<file path="config.mk">
export PLATFORM = sky130hd
export DESIGN_NAME = ccd_readout_sequencer
export DESIGN_NICKNAME = d
export VERILOG_FILES = /design/src/hdl/ccd_readout_pkg.sv /design/src/hdl/ccd_readout_sequencer.sv /design/src/hdl/pixel_skid_buffer.sv /design/src/hdl/pixel_classifier.sv
export VERILOG_INCLUDE_DIRS = /design/src /design/src/hdl
export SDC_FILE = /design/constraint.sdc
export NUM_CORES = 1
export LEC_CHECK = 0
export BUFFER_PORTS_ARGS = -buffer_cell sky130_fd_sc_hd__buf_2
export CORE_MARGIN = 2
export CORE_UTILIZATION = 54
export CTS_CLUSTER_SIZE = 40
export DETAILED_ROUTE_END_ITERATION = 8
export PLACE_DENSITY = 0.8
export SYNTH_ARGS = -nofsm -noshare
export SYNTH_HDL_FRONTEND = slang
export SYNTH_HIERARCHICAL = 1
export SYNTH_SLANG_ARGS = --single-unit
</file>
<file path="constraint.sdc">
create_clock -name MCLK -period 3.02 [get_ports MCLK]
set_input_delay 0.151 -clock MCLK [delete_from_list [all_inputs] [get_ports MCLK]]
set_output_delay 0.151 -clock MCLK [all_outputs]
set_load 0.05 [all_outputs]
</file>
<file path="src/hdl/ccd_readout_params.svh">
// Timing and geometry constants for the sensor readout sequencer.
// Assumes inclusion by bare name from design files only.
`ifndef CCD_READOUT_PARAMS_SVH
`define CCD_READOUT_PARAMS_SVH

`define CLK_PERIOD_NS        100
`define TOP_DARK_ROWS        17
`define PHOTO_ROWS           2688
`define BOTTOM_DARK_ROWS     16
`define BUFFER_ROWS          8
`define EMPTY_PIX            4
`define LEFT_DARK_PIX        20
`define RIGHT_DARK_PIX       19
`define SINGLE_PHOTO_CLKS    4032
`define SINGLE_TRAIL_CLKS    20
`define DUAL_PHOTO_CLKS      2016
`define SINGLE_LINE_CLKS     4076
`define DUAL_LINE_CLKS       2040
`define BUF_PIX_START        12
`define BUF_PIX_END          13
`define SENSOR_PHOTO_PIX     4033
`define V_PULSE_NS           2000
`define RESUME_DELAY_NS      1000
`define RESET_GATE_NS        100

`endif

</file>
<file path="src/hdl/ccd_readout_pkg.sv">
// Types shared by the sensor readout sequencer modules.
// Assumes nothing of its surroundings.
package ccd_readout_pkg;

	typedef enum logic
	{
		MODE_SINGLE,
		MODE_DUAL
	} out_mode_t;

	typedef enum logic [2:0]
	{
		SEQ_IDLE,
		SEQ_VPULSE,
		SEQ_RESUME,
		SEQ_HCLK_A,
		SEQ_HCLK_B,
		SEQ_NEXT_ROW
	} seq_state_t;

	typedef enum logic [2:0]
	{
		PIX_EMPTY,
		PIX_DARK_LEFT,
		PIX_DARK_RIGHT,
		PIX_BUFFER,
		PIX_IMAGE,
		PIX_DARK_EDGE
	} pix_class_t;

endpackage

</file>
<file path="src/hdl/ccd_readout_sequencer.sv">
// Timing generator driving an interline sensor's vertical, horizontal, dump and reset gates.
// Assumes an external sampler that receives each pixel tag through the buffer and may stall.
`include "ccd_readout_params.svh"
`timescale 1ns/1ps
// Summary of operation
// - drop 12 leading, 13 trailing buffer pixels
// - dual mode reverses right register half
// - receiver reverses right rows, appends them
// - use centre dark columns only for black
// - horizontal A high, B low during vertical
// - wait resume delay after vertical pulse
// - dump gate high discards the line
// - no vertical or dump pulse during readout
// - barrier phases set each half's direction
// - single mode phase wiring to storage, barriers
// - single mode issues 4076 clocks per line
// - last phases follow horizontal phase A
// - dual mode wiring, 2040 clocks per line
// - right barriers inverted in-step, same edge
// - pulse reset gate after each sample
module ccd_readout_sequencer
	import ccd_readout_pkg::*;
#(
	parameter int V_PULSE_NS      = `V_PULSE_NS,
	parameter int RESUME_DELAY_NS = `RESUME_DELAY_NS,
	parameter int ROWS_PER_FRAME  = `TOP_DARK_ROWS + `PHOTO_ROWS + `BOTTOM_DARK_ROWS
)
(
	// Clock and reset
	input  wire logic        MCLK,
	input  wire logic        RST_N,
	// Control
	input  wire logic        FRAME_START,
	input  wire logic        DUAL_MODE,
	input  wire logic        DUMP_LINE,
	output logic             BUSY,
	output logic             FRAME_DONE,
	// Vertical and dump gates
	output logic             VERTICAL_PHASE_A,
	output logic             VERTICAL_PHASE_B,
	output logic             LINE_DUMP_GATE,
	// Horizontal gates
	output logic             LEFT_STORAGE_A,
	output logic             LEFT_STORAGE_B,
	output logic             LEFT_BARRIER_A,
	output logic             LEFT_BARRIER_B,
	output logic             RIGHT_STORAGE_A,
	output logic             RIGHT_STORAGE_B,
	output logic             RIGHT_BARRIER_A,
	output logic             RIGHT_BARRIER_B,
	output logic             LEFT_LAST_PHASE,
	output logic             RIGHT_LAST_PHASE,
	output logic             LEFT_RESET_GATE,
	output logic             RIGHT_RESET_GATE,
	// Pixel tag stream to the sampler
	output logic             PIX_VALID,
	input  wire logic        PIX_READY,
	output logic [31:0]      PIX_TAG
);

	localparam int V_PULSE_CYC  = (V_PULSE_NS + `CLK_PERIOD_NS - 1) / `CLK_PERIOD_NS;
	localparam int RESUME_CYC   = (RESUME_DELAY_NS + `CLK_PERIOD_NS - 1) / `CLK_PERIOD_NS;
	localparam int V_PULSE_C1   = (V_PULSE_CYC < 1) ? 1 : V_PULSE_CYC;
	localparam int RESUME_C1    = (RESUME_CYC < 1) ? 1 : RESUME_CYC;

	seq_state_t  state_reg;
	seq_state_t  state_next;
	out_mode_t   mode_reg;
	logic        dump_reg;
	logic [15:0] wait_reg;
	logic [12:0] col_reg;
	logic [11:0] row_reg;
	logic [12:0] line_clks;
	logic        h_a_reg;
	logic        h_b_reg;
	logic        rba_reg;
	logic        rbb_reg;
	logic        last_a_reg;
	logic        dual_next;
	logic        v_reg;
	logic        reset_gate_reg;
	logic        busy_reg;
	logic        done_reg;
	pix_class_t  cls;
	logic        tag_valid;
	logic        tag_ready;
	logic [31:0] tag_data;
	logic        buf_valid;
	logic [31:0] buf_data;
	logic        pv_reg;
	logic [31:0] pt_reg;
	logic        last_col;
	logic        last_row;

	assign line_clks = (mode_reg == MODE_DUAL) ? 13'(`DUAL_LINE_CLKS) : 13'(`SINGLE_LINE_CLKS);
	assign last_col  = (col_reg == line_clks - 13'h1);
	assign last_row  = (row_reg == 12'(ROWS_PER_FRAME - 1));

	pixel_classifier u_class
	(
		.col  (col_reg),
		.mode (mode_reg),
		.cls  (cls)
	);

	// Tag: row, column, class, dual flag; one per sampled pixel.
	// column and dual flag let receiver reverse
	assign tag_valid = (state_reg == SEQ_HCLK_B);
	assign tag_data  = {row_reg, col_reg, 3'(cls), 3'h0, mode_reg == MODE_DUAL};

	pixel_skid_buffer #(.WIDTH(32), .DEPTH(2)) u_buf
	(
		.clk       (MCLK),
		.rst_n     (RST_N),
		.in_valid  (tag_valid),
		.in_ready  (tag_ready),
		.in_data   (tag_data),
		.out_valid (buf_valid),
		.out_ready (PIX_READY || !pv_reg),
		.out_data  (buf_data)
	);

	always_comb
	begin
		state_next = state_reg;
		unique case (state_reg)
			SEQ_IDLE:
				if (FRAME_START)
					state_next = SEQ_VPULSE;
			SEQ_VPULSE:
				if (wait_reg == 16'(V_PULSE_C1 - 1))
					state_next = SEQ_RESUME;
			SEQ_RESUME:
				if (wait_reg == 16'(RESUME_C1 - 1))
					state_next = SEQ_HCLK_A;
			SEQ_HCLK_A:
				state_next = SEQ_HCLK_B;
			SEQ_HCLK_B:
				// A stalled sampler holds the clock phase so no pixel is lost.
				if (tag_ready)
					state_next = last_col ? SEQ_NEXT_ROW : SEQ_HCLK_A;
			SEQ_NEXT_ROW:
				state_next = last_row ? SEQ_IDLE : SEQ_VPULSE;
		endcase
	end

	always_ff @(posedge MCLK or negedge RST_N)
	begin
		if (!RST_N)
			state_reg <= SEQ_IDLE;
		else
			state_reg <= state_next;
	end

	always_ff @(posedge MCLK or negedge RST_N)
	begin
		if (!RST_N)
			mode_reg <= MODE_SINGLE;
		else if (state_reg == SEQ_IDLE && FRAME_START)
			mode_reg <= DUAL_MODE ? MODE_DUAL : MODE_SINGLE;
	end

	always_ff @(posedge MCLK or negedge RST_N)
	begin
		if (!RST_N)
			wait_reg <= '0;
		else if (state_next != state_reg)
			wait_reg <= '0;
		else
			wait_reg <= wait_reg + 16'h1;
	end

	always_ff @(posedge MCLK or negedge RST_N)
	begin
		if (!RST_N)
		begin
			col_reg <= '0;
			row_reg <= '0;
		end
		else
		begin
			if (state_reg == SEQ_IDLE)
				row_reg <= '0;
			else if (state_reg == SEQ_NEXT_ROW)
				row_reg <= row_reg + 12'h1;
			if (state_reg == SEQ_VPULSE)
				col_reg <= '0;
			else if (state_reg == SEQ_HCLK_B && tag_ready)
				col_reg <= col_reg + 13'h1;
		end
	end

	always_ff @(posedge MCLK or negedge RST_N)
	begin
		if (!RST_N)
			v_reg <= 1'b0;
		else
			v_reg <= (state_next == SEQ_VPULSE);
	end

	always_ff @(posedge MCLK or negedge RST_N)
	begin
		if (!RST_N)
			dump_reg <= 1'b0;
		else if (state_reg != SEQ_VPULSE && state_next == SEQ_VPULSE)
			dump_reg <= DUMP_LINE;
		else if (state_next != SEQ_VPULSE)
			dump_reg <= 1'b0;
	end

	always_ff @(posedge MCLK or negedge RST_N)
	begin
		if (!RST_N)
			h_a_reg <= 1'b1;
		else
			h_a_reg <= (state_next != SEQ_HCLK_B);
	end

	// reset gate after sampling
	// The last pixel of a row is cleared as well, so no charge is left for the next row.
	always_ff @(posedge MCLK or negedge RST_N)
	begin
		if (!RST_N)
			reset_gate_reg <= 1'b0;
		else
			reset_gate_reg <= (state_reg == SEQ_HCLK_B) && tag_ready;
	end

	// phase B parked low
	// Phase B has its own flop so that every gate output comes straight from a register.
	always_ff @(posedge MCLK or negedge RST_N)
	begin
		if (!RST_N)
			h_b_reg <= 1'b0;
		else
			h_b_reg <= (state_next == SEQ_HCLK_B);
	end

	// The barrier flops follow the mode that holds after this edge, so a new frame's
	// wiring is in place together with its first vertical pulse.
	assign dual_next = (state_reg == SEQ_IDLE && FRAME_START) ? DUAL_MODE : (mode_reg == MODE_DUAL);

	// barriers switch with the other phases
	always_ff @(posedge MCLK or negedge RST_N)
	begin
		if (!RST_N)
		begin
			rba_reg <= 1'b0;
			rbb_reg <= 1'b1;
		end
		else
		begin
			rba_reg <= dual_next ? (state_next != SEQ_HCLK_B) : (state_next == SEQ_HCLK_B);
			rbb_reg <= dual_next ? (state_next == SEQ_HCLK_B) : (state_next != SEQ_HCLK_B);
		end
	end

	// last phases follow A
	// A separate flop keeps the last-phase load off the main phase A driver.
	always_ff @(posedge MCLK or negedge RST_N)
	begin
		if (!RST_N)
			last_a_reg <= 1'b1;
		else
			last_a_reg <= (state_next != SEQ_HCLK_B);
	end

	always_ff @(posedge MCLK or negedge RST_N)
	begin
		if (!RST_N)
		begin
			busy_reg <= 1'b0;
			done_reg <= 1'b0;
		end
		else
		begin
			busy_reg <= (state_next != SEQ_IDLE);
			done_reg <= (state_reg == SEQ_NEXT_ROW) && last_row;
		end
	end

	always_ff @(posedge MCLK or negedge RST_N)
	begin
		if (!RST_N)
		begin
			pv_reg <= 1'b0;
			pt_reg <= '0;
		end
		else if (PIX_READY || !pv_reg)
		begin
			pv_reg <= buf_valid;
			if (buf_valid)
				pt_reg <= buf_data;
		end
	end

	assign VERTICAL_PHASE_A = v_reg;
	assign VERTICAL_PHASE_B = v_reg;
	assign LINE_DUMP_GATE   = dump_reg;
	assign LEFT_STORAGE_A   = h_a_reg;
	assign LEFT_BARRIER_A   = h_a_reg;
	assign RIGHT_STORAGE_A  = h_a_reg;
	assign LEFT_STORAGE_B   = h_b_reg;
	assign LEFT_BARRIER_B   = h_b_reg;
	assign RIGHT_STORAGE_B  = h_b_reg;
	assign RIGHT_BARRIER_A  = rba_reg;
	assign RIGHT_BARRIER_B  = rbb_reg;
	assign LEFT_LAST_PHASE  = last_a_reg;
	assign RIGHT_LAST_PHASE = last_a_reg;
	assign LEFT_RESET_GATE  = reset_gate_reg;
	assign RIGHT_RESET_GATE = reset_gate_reg;
	assign BUSY             = busy_reg;
	assign FRAME_DONE       = done_reg;
	assign PIX_VALID        = pv_reg;
	assign PIX_TAG          = pt_reg;

endmodule

</file>
<file path="src/hdl/pixel_skid_buffer.sv">
// Two-entry valid/ready buffer holding one tagged pixel slot per entry.
// Assumes one clock; the reader may stall at any time.
`timescale 1ns/1ps
module pixel_skid_buffer
	import ccd_readout_pkg::*;
#(
	parameter int WIDTH = 32,
	parameter int DEPTH = 2
)
(
	// Clock and reset
	input  wire logic             clk,
	input  wire logic             rst_n,
	// Filling side
	input  wire logic             in_valid,
	output logic                  in_ready,
	input  wire logic [WIDTH-1:0] in_data,
	// Draining side
	output logic                  out_valid,
	input  wire logic             out_ready,
	output logic [WIDTH-1:0]      out_data
);

	localparam int AW = (DEPTH > 1) ? $clog2(DEPTH) : 1;

	logic [WIDTH-1:0] mem_reg [DEPTH];
	logic [AW-1:0]    wr_reg;
	logic [AW-1:0]    rd_reg;
	logic [AW:0]      count_reg;
	logic             push;
	logic             pop;

	assign in_ready  = (count_reg != (AW+1)'(DEPTH));
	assign out_valid = (count_reg != '0);
	assign out_data  = mem_reg[rd_reg];
	assign push      = in_valid && in_ready;
	assign pop       = out_valid && out_ready;

	always_ff @(posedge clk)
	begin
		if (push)
			mem_reg[wr_reg] <= in_data;
	end

	always_ff @(posedge clk or negedge rst_n)
	begin
		if (!rst_n)
		begin
			wr_reg    <= '0;
			rd_reg    <= '0;
			count_reg <= '0;
		end
		else
		begin
			if (push)
				wr_reg <= (wr_reg == AW'(DEPTH-1)) ? '0 : wr_reg + 1'b1;
			if (pop)
				rd_reg <= (rd_reg == AW'(DEPTH-1)) ? '0 : rd_reg + 1'b1;
			count_reg <= count_reg + (AW+1)'(push) - (AW+1)'(pop);
		end
	end

endmodule

</file>
<file path="src/hdl/pixel_classifier.sv">
// Combinational classifier of one horizontal clock position within a line.
// Assumes the column index counts from zero at the first empty pixel.
`include "ccd_readout_params.svh"
`timescale 1ns/1ps
module pixel_classifier
	import ccd_readout_pkg::*;
(
	// Position
	input  wire logic [12:0] col,
	input  wire out_mode_t   mode,
	// Class
	output pix_class_t       cls
);

	localparam logic [12:0] DARK_L_END = 13'(`EMPTY_PIX + `LEFT_DARK_PIX);
	localparam logic [12:0] PHOTO_END  = 13'(`EMPTY_PIX + `LEFT_DARK_PIX + `SENSOR_PHOTO_PIX);
	localparam logic [12:0] BUF_L_END  = 13'(`EMPTY_PIX + `LEFT_DARK_PIX + `BUF_PIX_START);
	localparam logic [12:0] BUF_R_BEG  = 13'(`EMPTY_PIX + `LEFT_DARK_PIX + `SENSOR_PHOTO_PIX - `BUF_PIX_END);
	localparam logic [12:0] DUAL_L_END = 13'(`DUAL_LINE_CLKS);

	always_comb
	begin
		cls = PIX_IMAGE;
		if (col < 13'(`EMPTY_PIX))
			cls = PIX_EMPTY;
		else if (col == 13'(`EMPTY_PIX) || col == DARK_L_END - 13'h1)
			cls = PIX_DARK_EDGE;
		else if (col < DARK_L_END)
			cls = PIX_DARK_LEFT;
		else if (col < BUF_L_END)
			cls = PIX_BUFFER;
		else if (mode == MODE_DUAL && col >= DUAL_L_END)
			cls = PIX_EMPTY;
		else if (mode == MODE_SINGLE && col >= BUF_R_BEG && col < PHOTO_END)
			cls = PIX_BUFFER;
		else if (mode == MODE_SINGLE && (col == PHOTO_END || col >= PHOTO_END + 13'(`RIGHT_DARK_PIX) - 13'h1))
			cls = PIX_DARK_EDGE;
		else if (mode == MODE_SINGLE && col > PHOTO_END)
			cls = PIX_DARK_RIGHT;
	end

endmodule

</file>
# [Yosys cells after proc, flatten, opt, wreduce, memory -nomap -nowiden]
# Memory sizes are Yosys's and may differ from the RTL's. A register that Yosys moved wholly into a read port is not among the register bits.
# Index checks and enable logic that the tools add are counted.
[op_classes] addsub=8 order_cmp=8 n_eq_ne=19 mux=31 bitwise=1 reduce_logical=22
[ops] op="2-to-1 mux 3 bit" n=13
[ops] op="2-to-1 mux 12 bit" n=3
[ops] op=">= comparator 13 x 12 -> 1 bit (second input constant)" n=2
[ops] op="2-to-1 mux 13 bit" n=2
[ops] op="case mux 3 bit (6 select lines)" n=1
[ops] op="adder 16 x 1 -> 16 bit (second input constant)" n=1
[ops] op="== test 16 x 4 -> 1 bit (second input constant)" n=1
[ops] op="== test 16 x 5 -> 1 bit (second input constant)" n=1
[ops] op="2-to-1 mux 16 bit" n=1
[ops] op="adder 13 x 1 -> 13 bit (second input constant)" n=1
[ops] op="== test 13 x 12 -> 1 bit (second input constant)" n=1
[ops] op="== test 13 bit" n=1
[ops] op="== test 13 x 3 -> 1 bit (second input constant)" n=1
[ops] op="== test 13 x 5 -> 1 bit (second input constant)" n=1
[ops] op=">= comparator 13 x 11 -> 1 bit (second input constant)" n=1
[ops] op="greater-than comparator 13 x 12 -> 1 bit (second input constant)" n=1
[ops] op="< comparator 13 x 12 -> 1 bit (second input constant)" n=1
[ops] op="< comparator 13 x 3 -> 1 bit (second input constant)" n=1
[ops] op="< comparator 13 x 5 -> 1 bit (second input constant)" n=1
[ops] op="< comparator 13 x 6 -> 1 bit (second input constant)" n=1
[ops] op="subtractor 12 x 1 -> 13 bit (second input constant)" n=1
[ops] op="adder 12 x 1 -> 12 bit (second input constant)" n=1
[ops] op="== test 12 bit (second input constant)" n=1
[ops] op="2-to-1 mux 1 bit" n=11
[ops] op="18 further kinds" n=39
[totals] reg_bits=91 ram_bits=58 in_bits=6 out_inout_bits=50 wordCells=109 memories=1
[memory_table] memory="u_buf.mem_reg" depth=2 width=29 read_ports=1 rd_clocked_by_memory_dff=1 write_ports=1 line_no="pixel_skid_buffer.sv:26" source="logic [WIDTH-1:0] mem_reg [DEPTH];"

# [Logic depth before layout (Yosys ltp)]
# Gate-level depths: netlist of run 1.
[logic_depth] ltp_word=10 mapped_depth=9 depth_no_buf=8

# [By module]
# Netlist of run 1, hierarchy kept.
[by_module_without_submodules] mod="ccd_readout_sequencer" instances=1 cells_each=356 area_per_inst_um2=4015.1 seq_area_each_um2=2179.6
[by_module_without_submodules] mod="pixel_skid_buffer" instances=1 cells_each=122 area_per_inst_um2=2539.9 seq_area_each_um2=2021.9
[by_module_without_submodules] mod="pixel_classifier" instances=1 cells_each=37 area_per_inst_um2=234.0 seq_area_each_um2=0.0

# [Least setup slack after synthesis of run 1]
# No wires, ideal clock.
[synth_timing] path_type="register to register" from="register state_reg[2]" to="memory u_buf/mem_reg[0][0] (netlist bit) (enable)" setup_ns=0.421 t_arrival_ns=2.391 setup_slack_ns=0.208 path_stages_with_launch=6 path_cell_list="dfrtp_1 > clkbuf_1 > nand2_1 > inv_1 > nand2_1 > nor2_1"
[synth_via] elab_chain_len=4
[synth_lines] element="from (decl)" line_no="ccd_readout_sequencer.sv:66" source="seq_state_t state_reg;"
[synth_lines] element="from (signal assigned)" line_no="ccd_readout_sequencer.sv:152" source="state_reg <= state_next;"
[synth_lines] element="== test 3 bit" line_no="ccd_readout_sequencer.sv:108" source="assign tag_valid = (state_reg == SEQ_HCLK_B);"
[synth_lines] element="named net tag_valid" line_no="ccd_readout_sequencer.sv:85" source="logic tag_valid;"
[synth_lines] element="logical AND 1 bit" line_no="pixel_skid_buffer.sv:36" source="assign push = in_valid && in_ready;"
[synth_lines] element="2-to-1 mux 1 bit" line_no="pixel_skid_buffer.sv:41" source="if (push)"
[synth_lines] element="2-to-1 mux 1 bit (implied by the code)" line_no="pixel_skid_buffer.sv:42" source="mem_reg[wr_reg] <= in_data;"
[synth_lines] element="to (decl)" line_no="pixel_skid_buffer.sv:26"
# The timed path passes the listed nets, and every way through them passes these cells.

# [Worst setup path after layout of run 1]
[layout_timing] from="register state_reg[0]" to="register wait_reg[2]"
[layout_via] elab_chain_len=4 word_cells_on_any_way=13
[layout_lines] element="== test 3 bit (tied with other cells)" line_no="ccd_readout_sequencer.sv:126" source="unique case (state_reg)"
[layout_lines] element="case mux 3 bit (6 select lines)" line_no="ccd_readout_sequencer.sv:126"
[layout_lines] element="inequality test 3 bit *" line_no="ccd_readout_sequencer.sv:167" source="else if (state_next != state_reg)"
[layout_lines] element="2-to-1 mux 16 bit *" line_no="ccd_readout_sequencer.sv:167"
[layout_lines] element="to (signal assigned)" line_no="ccd_readout_sequencer.sv:170" source="wait_reg <= wait_reg + 16'h1;"
[layout_lines] element="to (decl)" line_no="ccd_readout_sequencer.sv:70" source="logic [15:0] wait_reg;"
# Mark *: on every way between the ends. The rest lies on a longest branch, timed or not.
# A chain may end at the register's enable or synchronous reset.

==> flow_summary.ini, run 1 <==
[sta]
setup-violations-final = 0
hold-worst-slack_ns = 0.164
hold_viol_final = 0
skew_ns = 0.00768
rsz0062_at_grt = no
slew_viol_final = 0
period_share_pct = 77.0
max_freq_mhz = 430
relSlewSlack_pct = 62.0
tightest_slew_ns = 0.567
tns_ns = 0
min_period_ns = 2.32

[placement]
dpl_cell_area_um2 = 7210
place_congestion = 0.894
numPortBuffers = 55
dp_hpwl_mm = 7.83

[floorplanning]
core_um2 = 12200
io_pins = 56
num_rows = 40
die_area_um2 = 13500
die_h_um = 116
start_util_pct = 55.8
dieWidth_um = 116

[route]
wl_per_cell_um = 16.6
dr.first_iter.drc_count = 371
met3_length_um = 714
wl_met1_mm = 5.66
met2_wirelength_mm = 6.18
vias_per_cell = 5.55
vias = 4252
antenna_left = 0
drc = 0
dr.max_layer_used = met4
routed_wl_mm = 12.7
drt_first_pass_iters = 5

[worst_setup_path]
max_stage_delay_ns = 0.54
start_kind = flip-flop
path_delay_family = compound AO/OA/AOI/OAI gates
cp_slowest_cell = dfrtp_1
setup.worst_path.end_class = flip-flop
path_max_fanout = 16
cp_num_buf_inv = 0
worstPathArrival_ns = 2.61
crit_type = flip-flop to flip-flop
crit_chain = nor4b_1, nand3_1, o21ai_0, o32ai_1, o211ai_4, nor2_1
cp.required_ns = 3.30

[yosys]
netlist_area_um2 = 6790
synth_cell_types = 60
syn_area_per_cell_um2 = 13.2
synth_edf_count = 64
postSynth.asyncResetShare_pct = 58.7
synth-compound-area-share_pct = 5.46
synth_seq_cells = 155
ys_seq_area_share_pct = 61.9
synth_simple_gate_area_share_pct = 12.5
synth_ff_type = dfrtp_1
synth_top_family_by_area = simple AND/OR/NAND/NOR gates
synth_xor_area_share_pct = 4.13
synth_mux_area_share_pct = 11.8
synth_cells = 515
synthAdderAreaFrac_pct = 1.11
ys.warnings.count = 6

[clock_tree]
clk_path_buf_depth = 2
cts_tree = yes
root_buffer = clkbuf_16
cts_setup_buffers = 0
post_cts_resized = 0
cts_made_buffers = 17
cts_num_sinks = 155
clk_pin_slew_worst_paths_ns = 0.06
htreeDepth = 4
clk_latency_ns = 0.43

[cells_and_area]
diodes = 0
largest_register_ffs = 64
fin_nets = 597
design_area_um2 = 7840
areaGrowthSynthToFinish_pct = 15.4
drive_gt1_share_pct = 30.3
utilization_pct = 64.4

[power]
p_leak_uw = 0.00320
p_per_area_nw_per_um2 = 1050
total_power_uw = 8200
vdd.ir_drop.worst_mv = 0.689

[min_path]
worst_hold_path_type = primary input to flip-flop

[run_status]
status = finished, final reports clean

[global_routing]
grt_antenna_before_repair = 0
grt_pass1_wl_mm = 21.0
track_usage_pct = 20.8
overflow = 0
grt_pass1_vias = 4242
grt_max_degree = 43

[flow_run]
maxCapViolCount = 0
## report_power, final
part,total (uW),internal [uW],switching (uW)
logic,3120,1030,2090
clock network,2100,1280,825
registers,2980,2650,325
## metal layers
| metal | vias up | track usage [%] |
|---|---|---|
| met5 | - | 0 |
| met4 | 0 | 6.90 |
| met3 | 16 | 7.27 |
| met2 | 135 | 33.8 |
| met1 | 2109 | 26.4 |
| li1 | 1992 | - |
## synthesized netlist by cell type (2+ instances only)
cell type / instances / share of area, %
clkbuf_1: 2 / 0.11
edfxtp_1: 64 / 28
ha_1: 6 / 1.1
buf_1: 3 / 0.17
nand4_1: 10 / 0.92
o21ai_0: 18 / 1.3
xor2_1: 16 / 2.1
nand3_1: 20 / 1.5
xnor2_1: 16 / 2.1
dfrtp_1: 89 / 33
nand2b_1: 7 / 0.65
a21oi_1: 7 / 0.52
buf_2: 3 / 0.22
nor4bb_1: 3 / 0.44
buf_4: 9 / 1.0
dfstp_2: 2 / 0.77
inv_1: 14 / 0.77
o31ai_2: 2 / 0.37
nor3_1: 10 / 0.74
nor2b_1: 3 / 0.28
buf_6: 3 / 0.50
nor2_1: 37 / 2.0
nand2_1: 33 / 1.8
a211oi_1: 2 / 0.22
o211ai_1: 2 / 0.22
or3_1: 3 / 0.28
mux2_2: 64 / 11
a21o_1: 2 / 0.22
and3_1: 8 / 0.74
nor4_1: 5 / 0.46
mux2i_1: 8 / 1.2
and2_1: 2 / 0.18
nor2_2: 10 / 0.92
o31a_1: 2 / 0.26
nor4_2: 2 / 0.37
o31ai_1: 2 / 0.22
a22oi_1: 3 / 0.33
## worst paths after layout
path | slack (ns) | end | start | cells after the start
min | 0.16 | BUSY$_DFF_PN0_ | FRAME_START | 4
min reg2reg | 0.50 | PIX_TAG[28]$_DFFE_PN0P_ | PIX_TAG[28]$_DFFE_PN0P_ | 1
max reg2reg | 0.70 | wait_reg[2]$_DFF_PN0_ | state_reg[0]$_DFF_PN0_ | 6
max in group asynchronous | 1.96 | row_reg[5]$_DFFE_PN0P_ | RST_N | 3
min in group asynchronous | 0.26 | wait_reg[6]$_DFF_PN0_ | RST_N | 2
max | 0.70 | wait_reg[2]$_DFF_PN0_ | state_reg[0]$_DFF_PN0_ | 6
## area by class of cell
cell class,count,area [um^2]
fill,874,4320
sequential,155,4200
multi-input combinational,330,2400
clock buffer,25,517
timing repair buffer,67,375
tap,168,210
clock inverter,7,80.1
inverter,14,52.6
## placed cells by master, fill, tap and decap left out, drive strengths merged, types with 2 or more instances in the layout
master and instances:
a211oi 2, a21o 2, a21oi 8, a22oi 3, and2 2, and3 8, buf 64, clkbuf 25
clkinv 3, clkinvlp 2, conb 6, dfrtp 89, dfstp 2, dlygate4sd3 3, edfxtp 64, ha 6
inv 15, mux2 64, mux2i 8, nand2 33, nand2b 7, nand3 20, nand4 10, nor2 47
nor2b 3, nor3 10, nor4 7, nor4bb 3, o211ai 3, o21ai 18, o2bb2ai 2, o31a 2
o31ai 4, or3 3, xnor2 16, xor2 16
## worst reg2reg max path: cells and delay by family, from the launching register on
family	cells	cell delay, ns
flip-flops	1	0.54
AO/OA/AOI/OAI	3	1.05
AND/OR/NAND/NOR	3	0.59
## timing repair
action	CTS	global route
endpoints found under the hold margin	40	0
setup endpoints to repair	0	0
hold buffers	3	0
## through the flow
stage,instances,setup WS [ns]
2_1_floorplan,520,0.208
3_3_place_gp,731,0.802
3_5_place_dp,731,0.725
4_1_cts,766,0.708
5_1_grt,766,0.501
6_report,766,0.696
## kinds of logic (layout without fill, tap and decap cells)
family / Yosys count / in the layout
other: 1 / 6
muxes: 72 / 72
buffers and inverters: 35 / 113
xor gates and xnor gates: 32 / 32
adders and majority gates: 6 / 6
DFF: 155 / 155
and+or+nand+nor: 162 / 162
AOI/OAI and AO/OA: 52 / 52
(Power assumes the default switching activity.)
==> run 2: changes to the inputs <==
==> constraint.sdc (replaced) <==
create_clock -name MCLK -period 1.92 [get_ports MCLK]
set_input_delay 0.096 -clock MCLK [delete_from_list [all_inputs] [get_ports MCLK]]
set_output_delay 0.096 -clock MCLK [all_outputs]
set_load 0.05 [all_outputs]
==> flow_summary.ini, run 2 (same netlist as run 1, synthesis figures left out) <==
[run_status]
status = complete, but fails checks
violations = setup timing

[route]
vias_per_cell = 5.54
drc = 0
dr.first_iter.drc_count = 326
wl_per_cell_um = 17.7
routed_wl_mm = 14.9
drt_first_pass_iters = 4
antenna_left = 0
vias = 4664

[placement]
dp_hpwl_mm = 8.96
numPortBuffers = 55
dp_cells = 791
place_congestion = 0.915
place_ws_ns = -0.252

[cells_and_area]
largest_register_ffs = 64
areaGrowthSynthToFinish_pct = 28.6
final_common_cell = dfrtp_1
utilization_pct = 71.8
fin_nets = 673
drive_gt1_share_pct = 43.3
diodes = 0
final_cell_mix = 87 x dfrtp_1, 75 x buf_4, 64 x mux2_2, 64 x edfxtp_1, 54 x buf_2
instances_no_fill = 842

[floorplanning]
core_um2 = 12200
num_rows = 40
start_util_pct = 55.8
die_h_um = 116
dieWidth_um = 116
io_pins = 56
die_area_um2 = 13500

[clock_tree]
clk_path_buf_depth = 2
htreeDepth = 4
clk_pin_slew_worst_paths_ns = 0.06
cts_num_sinks = 155
cts_tree = yes
cts_made_buffers = 17
clk_latency_ns = 0.42
root_buffer = clkbuf_16

[sta]
rsz0062_at_grt = yes
fin_ws_ns = -0.226
slew_viol_final = 0
hold-worst-slack_ns = 0.128
skew_ns = 0.00767
setup-violations-final = 22
tightest_slew_ns = 0.563
period_share_pct = 112
relSlewSlack_pct = 62.5
hold_viol_final = 0
tns_ns = -3.34
max_freq_mhz = 466
min_period_ns = 2.15

[global_routing]
overflow = 0
grt_pass1_wl_mm = 23.7
grt_antenna_before_repair = 0
track_usage_pct = 23.2
grt_pass1_vias = 4794
grt_max_degree = 41

[power]
vdd.ir_drop.worst_mv = 1.38
p_per_area_nw_per_um2 = 1630
p_leak_uw = 0.00365

[flow_run]
maxCapViolCount = 0

[min_path]
worst_hold_path_type = primary input to flip-flop

[worst_setup_path]
setup.worst_path.end_class = flip-flop
worstPathArrival_ns = 2.45
cp.required_ns = 2.22
crit_type = flip-flop to flip-flop
path_max_fanout = 5
start_kind = flip-flop
-- run 2: final timing paths --
kind / from / to / slack, ns / depth (start not counted)
worst max-delay path: row_reg[8]$_DFFE_PN0P_ / wait_reg[8]$_DFF_PN0_ / -0.23 / 7
worst min-delay path: FRAME_START / BUSY$_DFF_PN0_ / 0.13 / 4
worst max register to register: row_reg[8]$_DFFE_PN0P_ / wait_reg[8]$_DFF_PN0_ / -0.23 / 7
worst min register to register: PIX_TAG[28]$_DFFE_PN0P_ / PIX_TAG[28]$_DFFE_PN0P_ / 0.50 / 1
max in group asynchronous: RST_N / u_buf/wr_reg$_DFFE_PN0P_ / 1.16 / 3
min in group asynchronous: RST_N / wait_reg[6]$_DFF_PN0_ / 0.20 / 2
-- run 2: per-layer routing --
metal  global-route usage (%)  up-vias  share of wire, %
li1                         -     2147                 -
met1                     29.2     2324                43
met2                     38.8      163                50
met3                     5.50       30               5.4
met4                     9.84        0               2.0
met5                        0        -                 0
-- run 2: through the flow --
step	total power, uW	instance area, um^2
6_report	14200	8730
5_1_grt	14800	8730
4_1_cts	14000	8570
3_5_place_dp	9970	7730
3_3_place_gp	9780	7730
2_1_floorplan	8770	6820
-- run 2: cell type report --
cell class	instances	area, um^2
Tap cell	168	210
Clock buffer	20	478
Fill cell	762	3430
Multi-Input combinational cell	331	2630
Timing Repair Buffer	142	1020
Clock inverter	12	134
Sequential cell	155	4200
Inverter	14	52.6
-- run 2: power by group --
| part | switching [uW] | internal (uW) | total (uW) | leakage (uW) |
|---|---|---|---|---|
| Clock | 1330 | 2070 | 3400 | 0.000292 |
| Combinational | 3920 | 2350 | 6270 | 0.00162 |
| Sequential | 354 | 4180 | 4530 | 0.00174 |
| Total | 5600 | 8600 | 14200 | 0.00365 |
-- run 2: repair_timing --
| item | in CTS | in global routing |
|---|---|---|
| buffers inserted | 10 | 5 |
| pin swaps | 18 | 11 |
| hold buffers | 3 | 0 |
| endpoints found under the setup margin | 24 | 63 |
| hold endpoints to repair | 39 | 0 |
| gates resized for setup | 20 | 28 |
| gates cloned | 1 | 0 |
-- run 2: worst max-delay path: stages (launching register included) --
cell      delay, ns
dfrtp_1        0.40
nor4bb_2       0.35
nand3_2        0.15
and2_4         0.20
or4_4          0.58
o211ai_4       0.12
buf_6          0.17
nor2_2         0.04
